<file path="src/core/gpio_ports_params.svh">
// offsets, field layouts and reset values of the two ports
`ifndef GPIO_PORTS_PARAMS_SVH
`define GPIO_PORTS_PARAMS_SVH

`define ADDR_W 16
`define DATA_W 8
`define WIDE_W 8
`define NARROW_W 2
`define WIDE_FUNC_W 5

`define OFS_WIDE_OUT_LATCH 16'h0007
`define OFS_NARROW_OUT_LATCH 16'h0008
`define OFS_WIDE_PIN_READ 16'h0014
`define OFS_NARROW_PIN_READ 16'h0015
`define OFS_WIDE_DIRECTION 16'h0F21
`define OFS_NARROW_DIRECTION 16'h0F22
`define OFS_WIDE_FUNC_SELECT 16'h0F3B
`define OFS_NARROW_FUNC_SELECT 16'h0F3C

`define RST_OUT_LATCH 8'h00
`define RST_DIRECTION 8'h00
`define RST_FUNC_SELECT 8'h00
`define RDATA_IDLE 8'h00

`endif

</file>
<file path="src/core/gpio_ports_pkg.sv">
// types and address decode shared by the port logic
`include "gpio_ports_params.svh"

package gpio_ports_pkg;

    typedef enum {
        SEL_NONE,
        SEL_WIDE_LATCH,
        SEL_NARROW_LATCH,
        SEL_WIDE_PIN,
        SEL_NARROW_PIN,
        SEL_WIDE_DIR,
        SEL_NARROW_DIR,
        SEL_WIDE_FUNC,
        SEL_NARROW_FUNC
    } reg_sel_e;

    function automatic reg_sel_e decode_addr(input logic [`ADDR_W-1:0] addr);
        case (addr)
            `OFS_WIDE_OUT_LATCH: decode_addr = SEL_WIDE_LATCH;
            `OFS_NARROW_OUT_LATCH: decode_addr = SEL_NARROW_LATCH;
            `OFS_WIDE_PIN_READ: decode_addr = SEL_WIDE_PIN;
            `OFS_NARROW_PIN_READ: decode_addr = SEL_NARROW_PIN;
            `OFS_WIDE_DIRECTION: decode_addr = SEL_WIDE_DIR;
            `OFS_NARROW_DIRECTION: decode_addr = SEL_NARROW_DIR;
            `OFS_WIDE_FUNC_SELECT: decode_addr = SEL_WIDE_FUNC;
            `OFS_NARROW_FUNC_SELECT: decode_addr = SEL_NARROW_FUNC;
            default: decode_addr = SEL_NONE;
        endcase
    endfunction : decode_addr

endpackage : gpio_ports_pkg

</file>
<file path="src/core/pin_port_if.sv">
// carrier between port control registers and pin mux
`timescale 1ns/1ns

interface pin_port_if #(
    parameter int W = 8
);
    logic [W-1:0] latch;
    logic [W-1:0] dir;
    logic [W-1:0] func;
    logic [W-1:0] alt;
    logic [W-1:0] pin_in;
    logic [W-1:0] pin_out;
    logic [W-1:0] pin_oe;
    logic [W-1:0] pin_rd;

    modport ctrl (
        output latch,
        output dir,
        output func,
        output alt,
        output pin_in,
        input pin_out,
        input pin_oe,
        input pin_rd
    );

    modport mux (
        input latch,
        input dir,
        input func,
        input alt,
        input pin_in,
        output pin_out,
        output pin_oe,
        output pin_rd
    );
endinterface : pin_port_if

</file>
<file path="src/core/gpio_ports_timer_pin_share.sv">
// two general-purpose ports sharing pins with timer and interrupt peripherals
//
// Operation
// - the wide port has eight pins, each separately input or output.
// - an output latch bit drives its pin low for 0 and high for 1 in output mode, reset 0.
// - a direction bit of 0 means input and 1 means output, both registers reset to 0.
// - in input mode wide pins 7..5 feed interrupts 4..2 and pins 3..0 feed timer inputs.
// - selected wide pins 4..0 output divider, two programmable pulses, timer ch1 and ch0.
// - a wide pin-read bit gives the pin level in input mode and 0 in output mode.
// - the narrow port has bits 1 and 0 only, upper bits of its registers read 0.
// - narrow pins feed timer inputs 3 and 2, and output timer channels 3 and 2 when selected.
// - the wide function-select has writable bits 4..0, bits 7..5 read 0, reset 0.
// - a narrow pin-read bit gives the pin level in input mode and 0, upper bits 0.
//
// Design decision made here: strobed register access.
`timescale 1ns/1ns
`include "gpio_ports_params.svh"

module gpio_ports_timer_pin_share
    import gpio_ports_pkg::*;
(
    input wire logic clock_i,
    input wire logic rst_b_i,
    input wire logic ce_i,
    input wire logic [`ADDR_W-1:0] addr_i,
    input wire logic [`DATA_W-1:0] wdata_i,
    input wire logic we_i,
    input wire logic re_i,
    output logic [`DATA_W-1:0] rdata_o,
    input wire logic [`WIDE_W-1:0] wide_pin_i,
    output logic [`WIDE_W-1:0] wide_pin_o,
    output logic [`WIDE_W-1:0] wide_pin_oe_o,
    input wire logic [`NARROW_W-1:0] narrow_pin_i,
    output logic [`NARROW_W-1:0] narrow_pin_o,
    output logic [`NARROW_W-1:0] narrow_pin_oe_o,
    input wire logic divider_out_i,
    input wire logic prog_pulse_a_out_1_i,
    input wire logic prog_pulse_a_out_0_i,
    input wire logic pulse_out_ch0_i,
    input wire logic pulse_out_ch1_i,
    input wire logic pulse_out_ch2_i,
    input wire logic pulse_out_ch3_i,
    output logic ext_irq_in_4_o,
    output logic ext_irq_in_3_o,
    output logic ext_irq_in_2_o,
    output logic timer_a_in_1_o,
    output logic timer_a_in_0_o,
    output logic timer_in_ch0_o,
    output logic timer_in_ch1_o,
    output logic timer_in_ch2_o,
    output logic timer_in_ch3_o
);

    ////////////////////////////////////////////////////////////////////////////
    // address decode

    reg_sel_e sel;
    logic wr;
    logic rd;

    assign sel = decode_addr(addr_i);
    assign wr = ce_i && we_i;
    assign rd = ce_i && re_i;

    ////////////////////////////////////////////////////////////////////////////
    // control registers

    pin_port_if #(.W(`WIDE_W)) wide_port ();
    pin_port_if #(.W(`NARROW_W)) narrow_port ();

    logic [`WIDE_FUNC_W-1:0] wide_func_q;

    port_reg #(
        .W(`WIDE_W),
        .RST(`RST_OUT_LATCH)
    ) u_wide_latch (
        .clock_i(clock_i),
        .rst_b_i(rst_b_i),
        .ce_i(ce_i),
        .we_i(wr && sel == SEL_WIDE_LATCH),
        .wdata_i(wdata_i),
        .value_o(wide_port.latch)
    );

    port_reg #(
        .W(`WIDE_W),
        .RST(`RST_DIRECTION)
    ) u_wide_dir (
        .clock_i(clock_i),
        .rst_b_i(rst_b_i),
        .ce_i(ce_i),
        .we_i(wr && sel == SEL_WIDE_DIR),
        .wdata_i(wdata_i),
        .value_o(wide_port.dir)
    );

    port_reg #(
        .W(`WIDE_FUNC_W),
        .RST(`WIDE_FUNC_W'(`RST_FUNC_SELECT))
    ) u_wide_func (
        .clock_i(clock_i),
        .rst_b_i(rst_b_i),
        .ce_i(ce_i),
        .we_i(wr && sel == SEL_WIDE_FUNC),
        .wdata_i(wdata_i[`WIDE_FUNC_W-1:0]),
        .value_o(wide_func_q)
    );

    port_reg #(
        .W(`NARROW_W),
        .RST(`NARROW_W'(`RST_OUT_LATCH))
    ) u_narrow_latch (
        .clock_i(clock_i),
        .rst_b_i(rst_b_i),
        .ce_i(ce_i),
        .we_i(wr && sel == SEL_NARROW_LATCH),
        .wdata_i(wdata_i[`NARROW_W-1:0]),
        .value_o(narrow_port.latch)
    );

    port_reg #(
        .W(`NARROW_W),
        .RST(`NARROW_W'(`RST_DIRECTION))
    ) u_narrow_dir (
        .clock_i(clock_i),
        .rst_b_i(rst_b_i),
        .ce_i(ce_i),
        .we_i(wr && sel == SEL_NARROW_DIR),
        .wdata_i(wdata_i[`NARROW_W-1:0]),
        .value_o(narrow_port.dir)
    );

    port_reg #(
        .W(`NARROW_W),
        .RST(`NARROW_W'(`RST_FUNC_SELECT))
    ) u_narrow_func (
        .clock_i(clock_i),
        .rst_b_i(rst_b_i),
        .ce_i(ce_i),
        .we_i(wr && sel == SEL_NARROW_FUNC),
        .wdata_i(wdata_i[`NARROW_W-1:0]),
        .value_o(narrow_port.func)
    );

    // pins 7..5 have no secondary output
    assign wide_port.func = {{(`WIDE_W-`WIDE_FUNC_W){1'b0}}, wide_func_q};

    ////////////////////////////////////////////////////////////////////////////
    // secondary outputs and pin muxes

    assign wide_port.alt = {
        3'h0,
        divider_out_i,
        prog_pulse_a_out_1_i,
        prog_pulse_a_out_0_i,
        pulse_out_ch1_i,
        pulse_out_ch0_i
    };
    assign narrow_port.alt = {pulse_out_ch3_i, pulse_out_ch2_i};
    assign wide_port.pin_in = wide_pin_i;
    assign narrow_port.pin_in = narrow_pin_i;

    port_pin_mux u_wide_mux (
        .port(wide_port.mux)
    );

    port_pin_mux u_narrow_mux (
        .port(narrow_port.mux)
    );

    assign wide_pin_o = wide_port.pin_out;
    assign wide_pin_oe_o = wide_port.pin_oe;
    assign narrow_pin_o = narrow_port.pin_out;
    assign narrow_pin_oe_o = narrow_port.pin_oe;

    ////////////////////////////////////////////////////////////////////////////
    // peripheral inputs, only in input mode

    assign ext_irq_in_4_o = wide_port.pin_rd[7];
    assign ext_irq_in_3_o = wide_port.pin_rd[6];
    assign ext_irq_in_2_o = wide_port.pin_rd[5];
    assign timer_a_in_1_o = wide_port.pin_rd[3];
    assign timer_a_in_0_o = wide_port.pin_rd[2];
    assign timer_in_ch1_o = wide_port.pin_rd[1];
    assign timer_in_ch0_o = wide_port.pin_rd[0];
    assign timer_in_ch3_o = narrow_port.pin_rd[1];
    assign timer_in_ch2_o = narrow_port.pin_rd[0];

    ////////////////////////////////////////////////////////////////////////////
    // read data, one cycle after the strobe

    logic [`DATA_W-1:0] rdata_d;
    logic [`DATA_W-1:0] rdata_q;

    always_comb begin
        rdata_d = `RDATA_IDLE;
        if (rd) begin
            case (sel)
                SEL_WIDE_LATCH: rdata_d = wide_port.latch;
                SEL_WIDE_DIR: rdata_d = wide_port.dir;
                SEL_WIDE_FUNC: rdata_d = wide_port.func;
                SEL_WIDE_PIN: rdata_d = wide_port.pin_rd;
                SEL_NARROW_LATCH: rdata_d = {6'h00, narrow_port.latch};
                SEL_NARROW_DIR: rdata_d = {6'h00, narrow_port.dir};
                SEL_NARROW_FUNC: rdata_d = {6'h00, narrow_port.func};
                SEL_NARROW_PIN: rdata_d = {6'h00, narrow_port.pin_rd};
                default: rdata_d = `RDATA_IDLE;
            endcase
        end
    end

    always_ff @(posedge clock_i or negedge rst_b_i) begin
        if (!rst_b_i) begin
            rdata_q <= `RDATA_IDLE;
        end else if (ce_i) begin
            rdata_q <= rdata_d;
        end
    end

    assign rdata_o = rdata_q;

endmodule : gpio_ports_timer_pin_share

</file>
<file path="src/core/port_pin_mux.sv">
// per-bit pin drive selection and input-mode read gating
`timescale 1ns/1ns

module port_pin_mux (
    pin_port_if.mux port
);
    // latch or peripheral output onto the pin
    assign port.pin_out = (port.func & port.alt) | (~port.func & port.latch);
    // pin driven only in output mode
    assign port.pin_oe = port.dir;
    // input-mode level, zero in output mode
    assign port.pin_rd = port.pin_in & ~port.dir;
endmodule : port_pin_mux

</file>
<file path="src/core/port_reg.sv">
// one control register with reset value and clock enable
`timescale 1ns/1ns

module port_reg
    import gpio_ports_pkg::*;
#(
    parameter int W = 8,
    parameter logic [W-1:0] RST = '0
) (
    input wire logic clock_i,
    input wire logic rst_b_i,
    input wire logic ce_i,
    input wire logic we_i,
    input wire logic [W-1:0] wdata_i,
    output logic [W-1:0] value_o
);
    logic [W-1:0] value_q;

    always_ff @(posedge clock_i or negedge rst_b_i) begin
        if (!rst_b_i) begin
            value_q <= RST;
        end else if (ce_i && we_i) begin
            value_q <= wdata_i;
        end
    end

    assign value_o = value_q;
endmodule : port_reg

</file>
<file path="config.mk">
export PLATFORM = sky130hd
export DESIGN_NAME = gpio_ports_timer_pin_share
export DESIGN_NICKNAME = d
export VERILOG_FILES = /design/src/core/gpio_ports_pkg.sv /design/src/core/pin_port_if.sv /design/src/core/gpio_ports_timer_pin_share.sv /design/src/core/port_pin_mux.sv /design/src/core/port_reg.sv
export VERILOG_INCLUDE_DIRS = /design/src /design/src/core
export SDC_FILE = /design/constraint.sdc
export NUM_CORES = 1
export LEC_CHECK = 0
export ABC_AREA = 1
export BUFFER_PORTS_ARGS = -buffer_cell sky130_fd_sc_hd__buf_2
export CORE_AREA = 4 4 73 75
export DETAILED_ROUTE_END_ITERATION = 6
export DIE_AREA = 0 0 77 79
export PLACE_DENSITY = 0.77
export SYNTH_ARGS = -nofsm -noshare
export SYNTH_HDL_FRONTEND = slang
export SYNTH_HIERARCHICAL = 1
export SYNTH_SLANG_ARGS = --single-unit
</file>
<file path="constraint.sdc">
create_clock -name clock_i -period 1.1 [get_ports clock_i]
set_input_delay 0.22 -clock clock_i [delete_from_list [all_inputs] [get_ports clock_i]]
set_output_delay 0.22 -clock clock_i [all_outputs]
set_load 0.02 [all_outputs]
</file>
Word-level counts from Yosys, hierarchy flattened
Index checks and enable logic that the tools add are counted.
{"block": "classes", "eq_ne": 22, "addsub": 0, "div_mod_pow": 0, "n_mul": 0, "n_reduce_logical": 14, "shift": 0, "bitwise_logic": 12, "n_mux": 3, "n_lt_le_gt_ge": 0}
{"cell": "== test 32 x 3 -> 1 bit, second input constant", "n": 5}
{"cell": "== test 32 x 4 -> 1 bit, second input constant", "n": 4}
{"cell": "== test 32 x 2 -> 1 bit, second input constant", "n": 3}
{"cell": "== test 16 x 12 -> 1 bit, second input constant", "n": 4}
{"cell": "case mux 8 bit (8 select lines)", "n": 1}
{"cell": "== test 16 x 5 -> 1 bit, second input constant", "n": 2}
{"cell": "== test 32 x 1 -> 1 bit, second input constant", "n": 1}
{"cell": "== test 32 x 5 -> 1 bit, second input constant", "n": 1}
{"cell": "case mux 4 bit (8 select lines)", "n": 1}
{"cell": "bitwise AND 8 bit", "n": 2}
{"cell": "== test 16 x 3 -> 1 bit, second input constant", "n": 1}
{"cell": "== test 16 x 4 -> 1 bit, second input constant", "n": 1}
{"cell": "logical AND 1 bit", "n": 14}
{"cell": "2-to-1 mux 8 bit", "n": 1}
{"cell": "inverter 5 -> 8 bit", "n": 1}
{"cell": "inverter 8 bit", "n": 1}
{"cell": "bitwise OR 8 bit", "n": 1}
{"cell": "bitwise AND 2 bit", "n": 3}
{"cell": "bitwise AND 5 bit", "n": 1}
{"cell": "inverter 2 bit", "n": 2}
{"cell": "bitwise OR 2 bit", "n": 1}
{"block": "word_totals", "regBits": 35, "n_memories": 0, "input_bits": 46, "elab_cells": 58, "out_inout_bits": 37, "latchBits": 0, "romBits": 0, "mem_bits_rw": 0}

Logic depth before layout (Yosys ltp)
{"block": "depth", "ltp_word": 5, "depth_mapped": 11, "ltp_nobuf": 10}

Modules after synthesis
Netlist, hierarchy kept.
{"mod": "gpio_ports_timer_pin_share", "n_inst": 1, "cells_each": 162, "area_per_inst_um2": 885.8}
{"mod": "port_reg at u_wide_dir ...", "n_inst": 2, "cells_each": 35, "area_per_inst_um2": 342.8}
{"mod": "port_pin_mux at u_wide_mux", "n_inst": 1, "cells_each": 56, "area_per_inst_um2": 240.2}
{"mod": "port_reg at u_narrow_dir ...", "n_inst": 3, "cells_each": 9, "area_per_inst_um2": 78.8}
{"mod": "port_reg at u_wide_func", "n_inst": 1, "cells_each": 21, "area_per_inst_um2": 193.9}
{"mod": "port_pin_mux at u_narrow_mux", "n_inst": 1, "cells_each": 14, "area_per_inst_um2": 60.1}

Least setup slack after synthesis
OpenSTA, ideal clock, no wires.
{"block": "synth_timing", "kind": "input to register", "start": "input port addr_i[15]", "end": "register u_wide_func.value_q[0], in the netlist u_wide_func/value_o[0]", "path_buffers": 1, "setup_time_ns": 0.117, "slack_ns": -0.274, "stages": 9, "t_arrival_ns": 1.257, "cell_sequence": "nor2_1 nand2_2 nor2_4 buf_6 nand2_1 nor2_1 nand2_2 nand2_1 nand2_1"}
{"block": "synth_via", "elab_chain_cells": 5, "elab_cells_between_ends": 12, "cone_classes": "eq/ne (9); mux (1); reduce/logical (2)"}
{"item": "start, declared", "line": "gpio_ports_timer_pin_share.sv:25", "text": "input wire logic [`ADDR_W-1:0] addr_i,"}
{"item": "== test 16 x 12 -> 1 bit (tied with other cells)", "line": "gpio_ports_pkg.sv:19", "text": "case (addr)"}
{"item": "case mux 4 bit (8 select lines) *", "line": "gpio_ports_pkg.sv:19"}
{"item": "== test 32 x 4 -> 1 bit *", "line": "gpio_ports_timer_pin_share.sv:104", "text": ".we_i(wr && sel == SEL_WIDE_FUNC),"}
{"item": "logical AND 1 bit *", "line": "gpio_ports_timer_pin_share.sv:104"}
{"item": "logical AND 1 bit *", "line": "port_reg.sv:22", "text": "end else if (ce_i && we_i) begin"}
{"item": "end signal, assigned", "line": "port_reg.sv:23", "text": "value_q <= wdata_i;"}
{"item": "end, declared", "line": "port_reg.sv:17", "text": "logic [W-1:0] value_q;"}
Every way passes the cells marked *; elsewhere a longest branch is shown, timed or not.
A chain may end at the register's enable or synchronous reset.

Final worst setup path
{"block": "layout_timing", "start": "register u_narrow_func.value_q[0], in the netlist u_narrow_func/value_o[0]", "end": "output port narrow_pin_o[0]"}
{"block": "layout_via", "elab_chain_cells": 3, "elab_cells_between_ends": 4, "cone_classes": "bitwise (4)"}
{"item": "start, declared", "line": "port_reg.sv:17"}
{"item": "start signal, assigned", "line": "port_reg.sv:23"}
{"item": "inverter 2 bit", "line": "port_pin_mux.sv:8", "text": "assign port.pin_out = (port.func & port.alt) | (~port.func & port.latch);"}
{"item": "bitwise AND 2 bit", "line": "port_pin_mux.sv:8"}
{"item": "bitwise OR 2 bit *", "line": "port_pin_mux.sv:8"}
{"item": "end, declared", "line": "gpio_ports_timer_pin_share.sv:34", "text": "output logic [`NARROW_W-1:0] narrow_pin_o,"}
Marked as above.

==> impl_metrics.tcl <==
set metrics [dict create \
    ioPinCount 83 \
    max_freq_mhz 749 \
    synth-warning-count 6 \
    antenna_found_initial 0 \
    start_util_pct 49.4 \
    port_buffers 82 \
    first_global_vias 2971 \
    seq_area_um2 877 \
    grt_pass1_wl_um 14400 \
    drc 0 \
    setup_ws_ns -0.234 \
    path_clk_slew_ns 0.08 \
    hold_viol 0 \
    r2r_slack_ns -0.11 \
    pre_cts_ws_ns -0.442 \
    crit_arrival_ns 1.11 \
    synth_area_leaders "dfrtp_1 38%, nand2_1 25%, nand3_1 12%, inv_1 5.4%, nor2_1 5.4%" \
    track_usage_pct 30.4 \
    layout.nets 556 \
    synth-edff-count 0 \
    numCtsBuffers 5 \
    finalCritPeriodShare_pct 121 \
    worst-setup-path-type "reg -> out" \
    syn_area_um2 2300 \
    synth_area_leader_cell "dfrtp_1" \
    startpoint_type "flop" \
    rows 25 \
    coreArea_um2 4660 \
    firstDrtPassIters 5 \
    wl_um 11000 \
    rsz0062_at_grt "yes" \
    maxCapViolations 0 \
    synth_common_cells "152 x nand2_1, 56 x nand3_1, 35 x dfrtp_1" \
    hold_path_class "in -> reg" \
    grt_max_degree 20 \
    cts.path.max_buffers 2 \
    die_area_um2 6080 \
    leakage_nw 2.23 \
    fin_skew_ns 0.00832 \
    yosysMostFrequentCell "nand2_1" \
    slew_viol_final 0 \
    power_mw 3.04 \
    cts_sinks 35 \
    reg2reg_from "u_narrow_dir/value_o[0]$_DFFE_PN0P_" \
    die_w_um 77 \
    fin_setup_tns_ns -5.62 \
    yosysSeqAreaShare_pct 38.0 \
    synthDistinctLibCells 18 \
    die_y_um 79 \
    syn_to_final_growth_pct 77.8 \
    cts_tree "yes" \
    final_util_pct 87.8 \
    min-delay-start "wdata_i[3]" \
    yosysTopAreaCellShare_pct 38.0 \
    drt_iter0_drc 508 \
    viasPerCell 5.97 \
    sw_frac_of_total_pct 28.3 \
    async_reset_ff_share_pct 100 \
    status "finished, violations left" \
    diodes 0 \
    ys.flop_type "dfrtp_1" \
    cp.required_ns 0.88 \
    seq_power_share_pct 42.3 \
    reg2reg_depth 8 \
    ant_nets 0 \
    globalplace.congestion 0.879 \
    vias 3374 \
    drive_gt1_share_pct 53.2 \
    holdPathEnd "u_wide_func/value_o[3]$_DFFE_PN0P_" \
    hold_ws_ns 0.187 \
    critPathMaxFanout 3 \
    clockPowerShare_pct 41.0 \
    multi_input_area_um2 1540 \
    ys_ff_latch 35 \
    worstHoldPathCells 3 \
    vdd_drop_max_v 0.000870 \
    combPwrFrac_pct 16.7 \
    dpl.hpwl_um 4970 \
    postSynthCellCount 350 \
    n_fill_cell 198 \
    clock_latency_ns 0.31 \
    p_switching_mw 0.859 \
    failed_checks "negative setup slack" \
    grt.overflow.total 0 \
    h-tree-depth 2 \
    p_int_mw 2.18 \
    finalSetupViolations 61 \
    avgSynthCellArea_um2 6.58 \
    post_drt_wl_per_cell_um 19.5 \
    p_per_area_nw_per_um2 742 \
    cts_root_buf "clkbuf_8" \
    final.min_clock_period_ns 1.33 \
    rr_endpoint "rdata_o[0]$_DFFE_PN0P_" \
    cp-end-kind "output pin" \
]
-- state kept, by name, indices dropped and copies added (netlist names) --
| name | cells |
|---|---|
| rdata_o | 8 |
| u_narrow_latch/value_o | 2 |
| u_wide_dir/value_o | 8 |
| u_wide_func/value_o | 5 |
| u_wide_latch/value_o | 8 |
| u_narrow_func/value_o | 2 |
| u_narrow_dir/value_o | 2 |
-- how the worst max path moves through the flow --
stage,depth (start not counted),endpoint,slack [ns],from
4_1_cts,2,ext_irq_in_3_o,-0.11,u_wide_dir/value_o[6]$_DFFE_PN0P_
5_1_grt,4,narrow_pin_o[1],-0.25,u_narrow_func/value_o[1]$_DFFE_PN0P_
6_report,4,narrow_pin_o[0],-0.23,u_narrow_func/value_o[0]$_DFFE_PN0P_
3_3_place_gp,12,u_wide_latch/value_o[5]$_DFFE_PN0P_,-0.38,addr_i[2]
2_1_floorplan,11,u_wide_latch/value_o[0]$_DFFE_PN0P_,-0.16,addr_i[2]
3_5_place_dp,10,u_wide_dir/value_o[2]$_DFFE_PN0P_,-0.44,addr_i[2]
-- layout make-up --
type | count | share of cell area (%)
inverters | 34 | 3.48
clock inverters | 3 | 1.07
flip-flops and latches | 35 | 21.4
repair buffers | 162 | 33.0
multi-input cells | 272 | 37.7
clock buffers | 5 | 1.68
well taps | 54 | 1.65
-- layout by cell type, fill, tap and decap left out, types with 2 or more instances in the layout --
cell / count
conb_1: 9
nor2_2: 16
nor2_1: 6
nand3_2: 6
nand2_4: 9
nor2_4: 20
and2_4: 2
buf_4: 66
nand3_1: 49
nand2_2: 38
o21ai_1: 5
inv_2: 5
buf_12: 4
buf_6: 44
buf_2: 44
clkbuf_8: 5
nand2_1: 107
nand2_8: 2
dfrtp_1: 34
inv_1: 27
-- cell families (layout without fill, tap and decap cells) --
family                 count (synthesis)  after routing  share of synthesized area [%]
buffers and inverters                 51            204                           11.9
flip-flops                            35             35                           38.0
AND/OR/NAND/NOR                      257            257                           48.6
other                                  1              9                          0.163
AO/OA/AOI/OAI                          6              6                           1.30
-- power groups by stage --
stage / Sequential, mW / Clock, mW / Combinational, mW
floorplan: 1.31 / 0 / 0.139
detailed placement: 1.31 / 0 / 0.349
global route: 1.29 / 1.30 / 0.534
CTS: 1.29 / 1.18 / 0.422
global placement: 1.31 / 0 / 0.342
finish: 1.29 / 1.25 / 0.506
-- critical path, stage by stage (launching register included) --
cell and delay, ns:
dfrtp_1 0.42, inv_1 0.09, nand2_1 0.10, nand2_2 0.09, buf_6 0.12
-- per-layer routing --
layer  part of all wire, %  track usage, %
met5                     0               0
met4                   7.4            18.3
met3                    10            8.16
met2                    47            51.5
met1                    36            34.4
-- stage by stage --
| stage | area [µm²] | instances |
|---|---|---|
| after floorplan | 2410 | 358 |
| after global placement | 2960 | 502 |
| after detailed placement | 2960 | 502 |
| after CTS | 3620 | 548 |
| after global routing | 4090 | 565 |
| final | 4090 | 565 |
-- what timing repair did --
item                                   CTS  global route
pin swaps                               20            43
setup endpoints to repair               51            64
resized for setup                       72           111
endpoints found under the hold margin    7             0
setup buffers                           36            19
hold buffers                             1             0
cloned                                   1             0
(Power assumes the default switching activity.)
